`src/core/hcsel_defines.svh`:
```
// Purpose : Named constants for the handset codec select block
// Assumes : Included by bare name from files under core/
// Notes   : Definitions only, no logic
`ifndef HCSEL_DEFINES_SVH
`define HCSEL_DEFINES_SVH

// Register byte addresses on the APB bus
`define HCSEL_ADDR_CTRL        12'h000
`define HCSEL_ADDR_STATUS      12'h004
`define HCSEL_ADDR_FRAMES      12'h008
`define HCSEL_ADDR_W           12

// Control register fields
`define HCSEL_CTRL_FMT_BIT     0
`define HCSEL_FMT_MU_LAW       1'b0
`define HCSEL_FMT_A_LAW        1'b1
`define HCSEL_FMT_RESET        1'b0

// Status register fields
`define HCSEL_ST_FMT_BIT       0
`define HCSEL_ST_PD_MU_BIT     1
`define HCSEL_ST_PD_A_BIT      2
`define HCSEL_ST_LOCK_BIT      3
`define HCSEL_ST_RATE_ERR_BIT  4
`define HCSEL_ST_SLOTS_LSB     8
`define HCSEL_ST_SLOTS_W       8
`define HCSEL_ST_BITS_LSB      16
`define HCSEL_ST_BITS_W        16

// Sample format and frame timing
`define HCSEL_SLOT_BITS        8
`define HCSEL_SLOT_SHIFT       3
`define HCSEL_FRAME_NS         125000
`define HCSEL_CLK_NS           10
`define HCSEL_RATE_TOL_CYC     16
`define HCSEL_LOCK_GOOD        2'h2

`endif

```
`src/core/hcsel_pkg.sv`:
```
// Purpose : Types shared by the handset codec select block
// Assumes : Nothing beyond the constants header
// Notes   : Used by scoped names only, never imported
package hcsel_pkg;

   // Frame monitor states, Gray coded along idle-hunt-locked-error
   typedef enum logic [1:0] {
      HCSEL_FM_IDLE   = 2'h0,
      HCSEL_FM_HUNT   = 2'h1,
      HCSEL_FM_LOCKED = 2'h3,
      HCSEL_FM_ERR    = 2'h2
   } hcsel_fm_state_t;

endpackage

```
`src/core/hcsel_sync.sv`:
```
// Purpose : Three-stage input synchroniser with agreement filter
// Assumes : Inputs are asynchronous to clk
// Notes   : Output changes only when stages two and three agree
`timescale 1ns/100ps
`default_nettype none

module hcsel_sync #(
   parameter int WIDTH = 1
) (
   input  wire logic             clk,
   input  wire logic             rst_n,
   input  wire logic [WIDTH-1:0] async_in,
   output logic      [WIDTH-1:0] sync_out
);

   // Refuse a width the generate loop cannot build
   if (WIDTH < 1) begin : g_bad_width
      $error("hcsel_sync: WIDTH must be at least 1");
   end

   // One three-flop chain per bit
   for (genvar i = 0; i < WIDTH; i++) begin : g_bit
      logic s1_q;                 // Metastable stage, read only by s2
      logic s2_q;                 // Second stage
      logic s3_q;                 // Third stage
      logic out_q;                // Filtered level

      // Shift chain
      always_ff @(posedge clk or negedge rst_n) begin
         if (!rst_n) begin
            s1_q <= 1'b0;
            s2_q <= 1'b0;
            s3_q <= 1'b0;
         end else begin
            s1_q <= async_in[i];
            s2_q <= s1_q;
            s3_q <= s2_q;
         end
      end

      // Take the new level once two and three agree
      always_ff @(posedge clk or negedge rst_n) begin
         if (!rst_n) begin
            out_q <= 1'b0;
         end else if (s2_q == s3_q) begin
            out_q <= s3_q;
         end
      end

      assign sync_out[i] = out_q;
   end

endmodule // hcsel_sync

`default_nettype wire

```
`src/core/hcsel_top.sv`:
```
// Purpose : Handset codec select: picks the mu-law or A-law voice-band codec
// Assumes : APB slave, 100 MHz clk, telephony bit clock and frame sync as pins
// Notes   : Codecs take the telephony clock directly; this block watches it
//
// How it works
// RULE1: Exactly one codec format active at once
// RULE2: Reset selects mu-law, powers A-law down
// RULE3: Select bit decodes to complementary power-downs
// RULE4: Deselected codec stays powered down, output tristated; this block drives only the power-downs, no tristate control
// RULE5: A decoded control also drives analog mux
// RULE6: Codecs use 8-bit companded, not linear
// RULE7: Both codecs share master clock and sync
// RULE8: Streams carry 8-bit slots at 8 kHz
// RULE9: 0 is mu-law; outputs change together
`timescale 1ns/100ps
`default_nettype none
`include "hcsel_defines.svh"

module hcsel_top #(
   parameter int FRAME_CYC = `HCSEL_FRAME_NS / `HCSEL_CLK_NS, // Clocks per 8 kHz frame
   parameter int TOL_CYC   = `HCSEL_RATE_TOL_CYC,             // Allowed frame jitter
   parameter int CNT_W     = 16                                 // Frame length counter width
) (
   input  wire logic        clk,
   input  wire logic        rst_n,
   // APB slave
   input  wire logic        psel,
   input  wire logic        penable,
   input  wire logic        pwrite,
   input  wire logic [11:0] paddr,
   input  wire logic [31:0] pwdata,
   input  wire logic [3:0]  pstrb,
   output logic      [31:0] prdata,
   output logic             pready,
   output logic             pslverr,
   // Telephony timing pins
   input  wire logic        tel_bit_clk,
   input  wire logic        tel_frame_sync,
   // Codec controls
   output logic             mu_codec_power_down,
   output logic             a_codec_power_down,
   output logic             handset_mux_sel,
   output logic             codec_companded_mode
);

   // Refuse counts the counters cannot hold
   if (CNT_W < 8 || CNT_W > 16) begin : g_bad_cnt_w
      $error("hcsel_top: CNT_W must lie in 8..16");
   end
   if (FRAME_CYC + TOL_CYC >= (1 << CNT_W) || FRAME_CYC <= TOL_CYC) begin : g_bad_frame
      $error("hcsel_top: FRAME_CYC and TOL_CYC do not fit CNT_W");
   end

   localparam logic [CNT_W-1:0] FRAME_MIN = CNT_W'(FRAME_CYC - TOL_CYC); // Shortest good frame
   localparam logic [CNT_W-1:0] FRAME_MAX = CNT_W'(FRAME_CYC + TOL_CYC); // Longest good frame

   // ------------------------------------------------------------------
   // Reset release
   // ------------------------------------------------------------------
   logic rst_s1_q;                  // First release stage
   logic rst_s2_q;                  // Released reset used everywhere
   logic rst_int_n;                 // Internal active-low reset

   // Assert at once, release after two edges
   always_ff @(posedge clk or negedge rst_n) begin
      if (!rst_n) begin
         rst_s1_q <= 1'b0;
         rst_s2_q <= 1'b0;
      end else begin
         rst_s1_q <= 1'b1;
         rst_s2_q <= rst_s1_q;
      end
   end
   assign rst_int_n = rst_s2_q;

   // ------------------------------------------------------------------
   // APB decode
   // ------------------------------------------------------------------
   wire       setup_ph  = psel & ~penable;                       // Setup phase
   wire       access_ph = psel & penable;                        // Access phase
   wire       hit_ctrl  = (paddr == `HCSEL_ADDR_CTRL);           // Control register
   wire       hit_stat  = (paddr == `HCSEL_ADDR_STATUS);         // Status register
   wire       hit_frm   = (paddr == `HCSEL_ADDR_FRAMES);         // Frame count register
   wire       hit_any   = hit_ctrl | hit_stat | hit_frm;         // Mapped address
   wire       wr_ctrl   = access_ph & pwrite & hit_ctrl & pstrb[0]; // Select bit write

   // Zero-wait slave; unmapped addresses answer with an error
   // Read data is registered in the setup phase, so no wait state is needed
   assign pready  = 1'b1;
   assign pslverr = access_ph & ~hit_any;

   // ------------------------------------------------------------------
   // Format select and codec controls
   // ------------------------------------------------------------------
   logic fmt_q;                     // 0 mu-law, 1 A-law
   logic fmt_d;                     // Next format
   logic pd_mu_q;                   // Mu-law codec power-down
   logic pd_a_q;                    // A-law codec power-down
   logic mux_q;                     // Analog mux select
   logic comp_q;                    // Companded mode strap

   // Software write takes the new format, else hold
   assign fmt_d = wr_ctrl ? pwdata[`HCSEL_CTRL_FMT_BIT] : fmt_q; // [RULE9]

   // Format register with mu-law reset value
   always_ff @(posedge clk or negedge rst_int_n) begin
      if (!rst_int_n) begin
         fmt_q <= `HCSEL_FMT_RESET; // [RULE2]
      end else begin
         fmt_q <= fmt_d;
      end
   end

   // Power-downs and mux follow the next format on the same edge
   always_ff @(posedge clk or negedge rst_int_n) begin
      if (!rst_int_n) begin
         pd_mu_q <= 1'b0;           // [RULE2]
         pd_a_q  <= 1'b1;           // [RULE2] [RULE4]
         mux_q   <= 1'b0;
      end else begin
         pd_mu_q <= (fmt_d == `HCSEL_FMT_A_LAW);  // [RULE3] [RULE9]
         pd_a_q  <= (fmt_d == `HCSEL_FMT_MU_LAW); // [RULE3] [RULE4] [RULE1]
         mux_q   <= (fmt_d == `HCSEL_FMT_A_LAW);  // [RULE5] [RULE9]
      end
   end

   // Companded 8-bit mode held on in reset and on every edge after it
   // Kept in a flop so the strap pin never glitches out of a gate
   always_ff @(posedge clk or negedge rst_int_n) begin
      if (!rst_int_n) begin
         comp_q <= 1'b1;            // [RULE6]
      end else begin
         comp_q <= 1'b1;            // [RULE6]
      end
   end

   assign mu_codec_power_down  = pd_mu_q;
   assign a_codec_power_down   = pd_a_q;
   assign handset_mux_sel      = mux_q;  // [RULE5]
   assign codec_companded_mode = comp_q;

   // ------------------------------------------------------------------
   // Telephony timing watch
   // ------------------------------------------------------------------
   logic [1:0] tel_sync;            // Synchronised bit clock and frame sync
   logic       bclk_prev_q;         // Bit clock last cycle
   logic       fs_prev_q;           // Frame sync last cycle

   // Both pins arrive from the telephony clock domain
   // A raw pin read by several flops could split on one edge; sync it once
   hcsel_sync #(
      .WIDTH    (2)
   ) hcsel_sync_inst (
      .clk      (clk),
      .rst_n    (rst_int_n),
      .async_in ({tel_frame_sync, tel_bit_clk}),
      .sync_out (tel_sync)
   );

   // Edge history
   always_ff @(posedge clk or negedge rst_int_n) begin
      if (!rst_int_n) begin
         bclk_prev_q <= 1'b0;
         fs_prev_q   <= 1'b0;
      end else begin
         bclk_prev_q <= tel_sync[0];
         fs_prev_q   <= tel_sync[1];
      end
   end

   wire bclk_rise = tel_sync[0] & ~bclk_prev_q;  // Bit clock edge
   wire fs_rise   = tel_sync[1] & ~fs_prev_q;    // Frame start, shared by both codecs [RULE7]

   logic [CNT_W-1:0] cyc_q;         // Clocks since last frame start
   logic [15:0]      bits_q;        // Bit clocks in current frame
   logic [15:0]      bits_last_q;   // Bit clocks in last frame
   logic [15:0]      frames_q;      // Frames seen, wraps
   logic [1:0]       good_q;        // Good frames in a row
   logic             rate_err_q;    // Sticky frame rate error

   hcsel_pkg::hcsel_fm_state_t fm_q; // Monitor state
   hcsel_pkg::hcsel_fm_state_t fm_d; // Next monitor state

   wire frame_ok  = (cyc_q >= FRAME_MIN) && (cyc_q <= FRAME_MAX); // 8 kHz frame [RULE8]
   wire frame_late = (cyc_q > FRAME_MAX);                         // Sync stopped
   wire frame_bad = (fs_rise & ~frame_ok) | frame_late;          // Rate fault
   wire locked    = (fm_q == hcsel_pkg::HCSEL_FM_LOCKED);        // Stream locked

   // Frame length counter, saturates once late
   always_ff @(posedge clk or negedge rst_int_n) begin
      if (!rst_int_n) begin
         cyc_q <= '0;
      end else if (fs_rise) begin
         cyc_q <= CNT_W'(1);
      end else if (!frame_late) begin
         cyc_q <= cyc_q + CNT_W'(1);
      end
   end

   // Bit clocks per frame, captured at each frame start
   // Saturates so a runaway bit clock cannot wrap into a plausible count
   always_ff @(posedge clk or negedge rst_int_n) begin
      if (!rst_int_n) begin
         bits_q      <= '0;
         bits_last_q <= '0;
      end else if (fs_rise) begin
         bits_q      <= {15'h0000, bclk_rise};
         bits_last_q <= bits_q;
      end else if (bclk_rise && bits_q != 16'hFFFF) begin
         bits_q      <= bits_q + 16'h0001;
      end
   end

   // Frame count and good-frame run
   always_ff @(posedge clk or negedge rst_int_n) begin
      if (!rst_int_n) begin
         frames_q <= '0;
         good_q   <= '0;
      end else if (fs_rise) begin
         frames_q <= frames_q + 16'h0001;
         good_q   <= frame_ok ? ((good_q == `HCSEL_LOCK_GOOD) ? good_q : good_q + 2'h1) : 2'h0;
      end else if (frame_late) begin
         good_q   <= 2'h0;
      end
   end

   // Monitor next state
   always_comb begin
      fm_d = fm_q;
      unique case (fm_q)
         hcsel_pkg::HCSEL_FM_IDLE: begin
            if (fs_rise) begin
               fm_d = hcsel_pkg::HCSEL_FM_HUNT;
            end
         end
         hcsel_pkg::HCSEL_FM_HUNT: begin
            if (frame_late) begin
               fm_d = hcsel_pkg::HCSEL_FM_IDLE;
            end else if (fs_rise && frame_ok && good_q == `HCSEL_LOCK_GOOD - 2'h1) begin
               fm_d = hcsel_pkg::HCSEL_FM_LOCKED; // [RULE8]
            end
         end
         hcsel_pkg::HCSEL_FM_LOCKED: begin
            if (frame_bad) begin
               fm_d = hcsel_pkg::HCSEL_FM_ERR;
            end
         end
         hcsel_pkg::HCSEL_FM_ERR: begin
            fm_d = frame_late ? hcsel_pkg::HCSEL_FM_IDLE : hcsel_pkg::HCSEL_FM_HUNT;
         end
      endcase
   end

   // Monitor state and sticky error; a fault wins over a clear
   // Software clears by writing one to the error bit of the status word
   // Faults count only while locked, so hunting after start-up stays quiet
   always_ff @(posedge clk or negedge rst_int_n) begin
      if (!rst_int_n) begin
         fm_q       <= hcsel_pkg::HCSEL_FM_IDLE;
         rate_err_q <= 1'b0;
      end else begin
         fm_q       <= fm_d;
         if (locked && frame_bad) begin
            rate_err_q <= 1'b1;
         end else if (access_ph && pwrite && hit_stat && pstrb[0]
                      && pwdata[`HCSEL_ST_RATE_ERR_BIT]) begin
            rate_err_q <= 1'b0;
         end
      end
   end

   // ------------------------------------------------------------------
   // Read data
   // ------------------------------------------------------------------
   wire [15:0] slots  = bits_last_q >> `HCSEL_SLOT_SHIFT; // 8-bit slots per frame [RULE8]
   wire [31:0] st_word = {bits_last_q,
                          slots[`HCSEL_ST_SLOTS_W-1:0],
                          3'h0,
                          rate_err_q,
                          locked,
                          pd_a_q,
                          pd_mu_q,
                          fmt_q};
   wire [31:0] rd_mux = hit_ctrl ? {31'h00000000, fmt_q} :
                        hit_stat ? st_word :
                        hit_frm  ? {16'h0000, frames_q} : 32'h00000000;

   logic [31:0] prdata_q;           // Read data loaded in setup phase

   // Capture read data one cycle ahead of the access phase
   always_ff @(posedge clk or negedge rst_int_n) begin
      if (!rst_int_n) begin
         prdata_q <= '0;
      end else if (setup_ph && !pwrite) begin
         prdata_q <= rd_mux;
      end
   end
   assign prdata = prdata_q;

endmodule // hcsel_top

`default_nettype wire
```
`config.mk`:
```
export PLATFORM = sky130hd
export DESIGN_NAME = hcsel_top
export DESIGN_NICKNAME = d
export VERILOG_FILES = /design/src/core/hcsel_pkg.sv /design/src/core/hcsel_sync.sv /design/src/core/hcsel_top.sv
export VERILOG_INCLUDE_DIRS = /design/src /design/src/core
export SDC_FILE = /design/constraint.sdc
export NUM_CORES = 1
export LEC_CHECK = 0
export ABC_AREA = 0
export BUFFER_PORTS_ARGS = -buffer_cell sky130_fd_sc_hd__buf_2
export CAP_MARGIN = 0
export CELL_PAD_IN_SITES_DETAIL_PLACEMENT = 0
export CELL_PAD_IN_SITES_GLOBAL_PLACEMENT = 1
export CORE_AREA = 2 2 114 116
export CTS_BUF_LIST = sky130_fd_sc_hd__clkbuf_16
export CTS_CLUSTER_DIAMETER = 50
export DETAILED_ROUTE_END_ITERATION = 8
export DIE_AREA = 0 0 116 118
export MAX_ROUTING_LAYER = met4
export PLACE_DENSITY = 0.89
export SLEW_MARGIN = 30
export SYNTH_ARGS = -nofsm -noshare
export SYNTH_HDL_FRONTEND = slang
export SYNTH_SLANG_ARGS = --single-unit
```
`constraint.sdc`:
```
create_clock -name clk -period 3.7 [get_ports clk]
set_input_delay 0.37 -clock clk [delete_from_list [all_inputs] [get_ports clk]]
set_output_delay 0.37 -clock clk [all_outputs]
set_load 0.03 [all_outputs]
```
==> flow_summary.yaml <==
sta:
  whs_ps: 61.2
  post-route-period-util_pct: 63.5
  fmax_mhz: 426
  rsz0062_at_grt: "false"
  worst_slew_pin_slew_ps: 864
  slew_headroom_pct: 41.5
  report.final.hold_viol_count: 0
  slew_violations: 0
  min_period_ps: 2350
  final.setup.tns_ps: 0
  clock_skew_ps: 7.74
  setup_viol: 0
die:
  coreArea_um2: 12400
  rows: 41
  num_io_pins: 93
  die_area_um2: 13700
  start_util_pct: 42.5
  die_w_um: 116
  die_y_um: 118
logic_synthesis:
  syn_area_um2: 5280
  synthMuxAreaShare_pct: 2.11
  synth.top_cell.area_share_pct: 54.1
  ys_ff_latch: 115
  synth_edf_count: 0
  postSynthCellCount: 546
  avgSynthCellArea_um2: 9.66
  synth_top_family_by_area: "simple AND/OR/NAND/NOR gates"
  netlist_top_cells_area: "dfrtp_1 54%, nand2_1 9.7%, nand3_1 3.3%"
  synth_warnings: 0
  synthXorXnorAreaFrac_pct: 2.49
  synth_flop_cell: "dfrtp_1"
  synth_compound_area_share_pct: 11.0
  synth.distinct_cells: 53
  synth_fa_ha_area_share_pct: 1.80
  yosysSeqAreaShare_pct: 54.6
  yosys.area_share.simple_pct: 24.7
  synthArstFlopShare_pct: 100
  synth_largest_area_cell: "dfrtp_1"
  yosys-top-cells-count: "137 x nand2_1, 114 x dfrtp_1, 35 x nand3_1"
  synth.most_common_cell: "nand2_1"
routing:
  drt_iter0_drc: 285
  drc: 0
  vias_per_cell: 5.36
  detailroute.via_count: 4222
  totalWireLength_um: 11200
  ant_nets: 0
  dr.pass1.iters: 5
  wl_per_cell_um: 14.2
setup_path:
  critical_path.max_fanout: 9
  worst_path_largest_cell_delay_ps: 580
  end_kind: "flip-flop"
  critPathRequiredTime_ps: 4030
  slowest_stage: "or4_4"
  crit_arrival_ps: 2680
  path_buf_inv: 0
  critPathKind: "reg -> reg"
  start_kind: "flip-flop"
  crit_family: "simple AND/OR/NAND/NOR gates"
  path_cells: "or4_4 -> a2111o_1 -> or4_1 -> a21oi_1"
global_route:
  antenna_found_initial: 0
  grt_pass1_vias: 4218
  grt_max_degree: 52
  gr-total-overflow: 0
  grt_usage_pct: 18.1
  grt_pass1_wl_um: 19500
cells_and_area:
  ff_latch_area_um2: 2880
  diodes: 0
  fin_nets: 664
  drive_above_1_share_pct: 17.7
  area_growth_pct: 21.6
  nFillCells: 1120
  multiInputGateArea_um2: 2250
pwr:
  power_frac_clock_pct: 50.8
  ir_drop_uv: 332
  internal-power_w: 0.00264
  power_frac_seq_pct: 41.4
  leakage_nw: 3.05
  swShare_pct: 23.9
  p_switching_w: 0.000826
  p_comb_share_pct: 7.8
  power.density_nw_per_um2: 540
clock_tree:
  cts-htree-levels: 4
  cts.path.max_buffers: 2
  post_cts_buffers: 0
  cts_sinks: 115
  numCtsBuffers: 17
  clock_latency_ps: 410
  cts_tree: "built"
  root_buffer: "clkbuf_16"
  holdBufCountCts: 1
  clkTransAtPathRegs_ps: 50
  cts_resized: 0
placement:
  gp_congestion: 0.851
  io_buffers: 57
  dp_hpwl_um: 7640
outcome:
  outcome: "finished, final reports clean"
worst_hold_path:
  hold_path_class: "in -> reg"
run:
  maxCapViolCount: 0
per-layer routing:
layer | part of all wire (%) | track usage [%]
met3 | 4.1 | 4.27
met1 | 46 | 23.1
met4 | 1.2 | 6.40
met2 | 49 | 28.3
met5 | 0 | -
placed cells by master (no fill, tap or decap), types with 8 or more instances in the layout:
master	instances
a21oi_1	18
a22oi_1	11
buf_2	57
clkbuf_16	17
dfrtp_1	113
inv_1	12
mux2i_1	10
nand2_1	136
nand2b_1	10
nand3_1	35
nand4_1	13
nor2_1	12
nor4_1	8
o21ai_0	18
o31ai_1	9
or4_1	12
xnor2_1	11
cell type report:
type,count,area share [%]
Sequential cell,115,44.9
Multi-Input combinational cell,391,35.0
Clock buffer,17,6.63
Timing Repair Buffer,67,6.05
Clock inverter,15,3.35
Tap cell,172,3.35
Inverter,11,0.644
worst register-to-register path, cell delays in order (launching register included):
cell and delay (ps):
dfrtp_1 430, or4_4 590, a2111o_1 570, or4_1 510
a21oi_1 180
worst paths after layout:
check,start,endpoint,slack (ps),cells after the start
worst max-delay path,cyc_q[8]$_DFFE_PN0P_,cyc_q[11]$_DFFE_PN0P_,1350,4
worst min-delay path,tel_frame_sync,hcsel_sync_inst.g_bit[1].s1_q$_DFF_PN0_,60,1
worst max register to register,cyc_q[8]$_DFFE_PN0P_,cyc_q[11]$_DFFE_PN0P_,1350,4
worst min register to register,rst_int_n$_DFF_PN0_,hcsel_sync_inst.g_bit[0].s1_q$_DFF_PN0_,250,0
max in group asynchronous,rst_int_n$_DFF_PN0_,prdata[16]$_DFFE_PN0P_,2640,2
min in group asynchronous,rst_int_n$_DFF_PN0_,hcsel_sync_inst.g_bit[0].s1_q$_DFF_PN0_,250,0
registers in the layout, indices dropped and copies added, names as in the netlist:
name                         count
good_q                           2
rst_int_n                        1
fs_prev_q                        1
hcsel_sync_inst.g_bit.s3_q       2
hcsel_sync_inst.g_bit.s1_q       2
bits_last_q                     16
a_codec_power_down               1
rst_s1_q                         1
prdata                          32
hcsel_sync_inst.g_bit.out_q      2
handset_mux_sel                  1
bits_q                          16
rate_err_q                       1
hcsel_sync_inst.g_bit.s2_q       2
fm_q                             2
cyc_q                           16
bclk_prev_q                      1
frames_q                        16
cell families after synthesis:
group | after synthesis
AND/OR/NAND/NOR | 267
flip-flops | 115
AO/OA/AOI/OAI | 87
buffers and inverters | 42
XOR/XNOR | 15
multiplexers | 11
adder cells (fa/ha/maj) | 8
other | 1
power by group through the flow:
stage          registers, W  clock network, W  logic (W)
2_1_floorplan       0.00144                 0   0.000196
3_3_place_gp        0.00146                 0   0.000239
3_5_place_dp        0.00145                 0   0.000271
4_1_cts             0.00143           0.00178   0.000275
5_1_grt             0.00145           0.00184   0.000315
6_report            0.00143           0.00176   0.000269
metrics by stage:
| stage | utilization [%] | cells | instance area [um^2] | power (W) | setup WS [ps] |
|---|---|---|---|---|---|
| 3_3_place_gp | 46.1 | 753 | 5720 | 0.00170 | 1300 |
| 3_5_place_dp | 46.4 | 755 | 5760 | 0.00173 | 1290 |
| 2_1_floorplan | - | 548 | 5280 | 0.00163 | 261 |
| 4_1_cts | 51.7 | 788 | 6410 | 0.00349 | 1350 |
| 5_1_grt | 51.7 | 788 | 6410 | 0.00360 | 1300 |
| 6_report | 51.7 | 788 | 6410 | 0.00346 | 1350 |
Power figures use the tool's default switching activity.
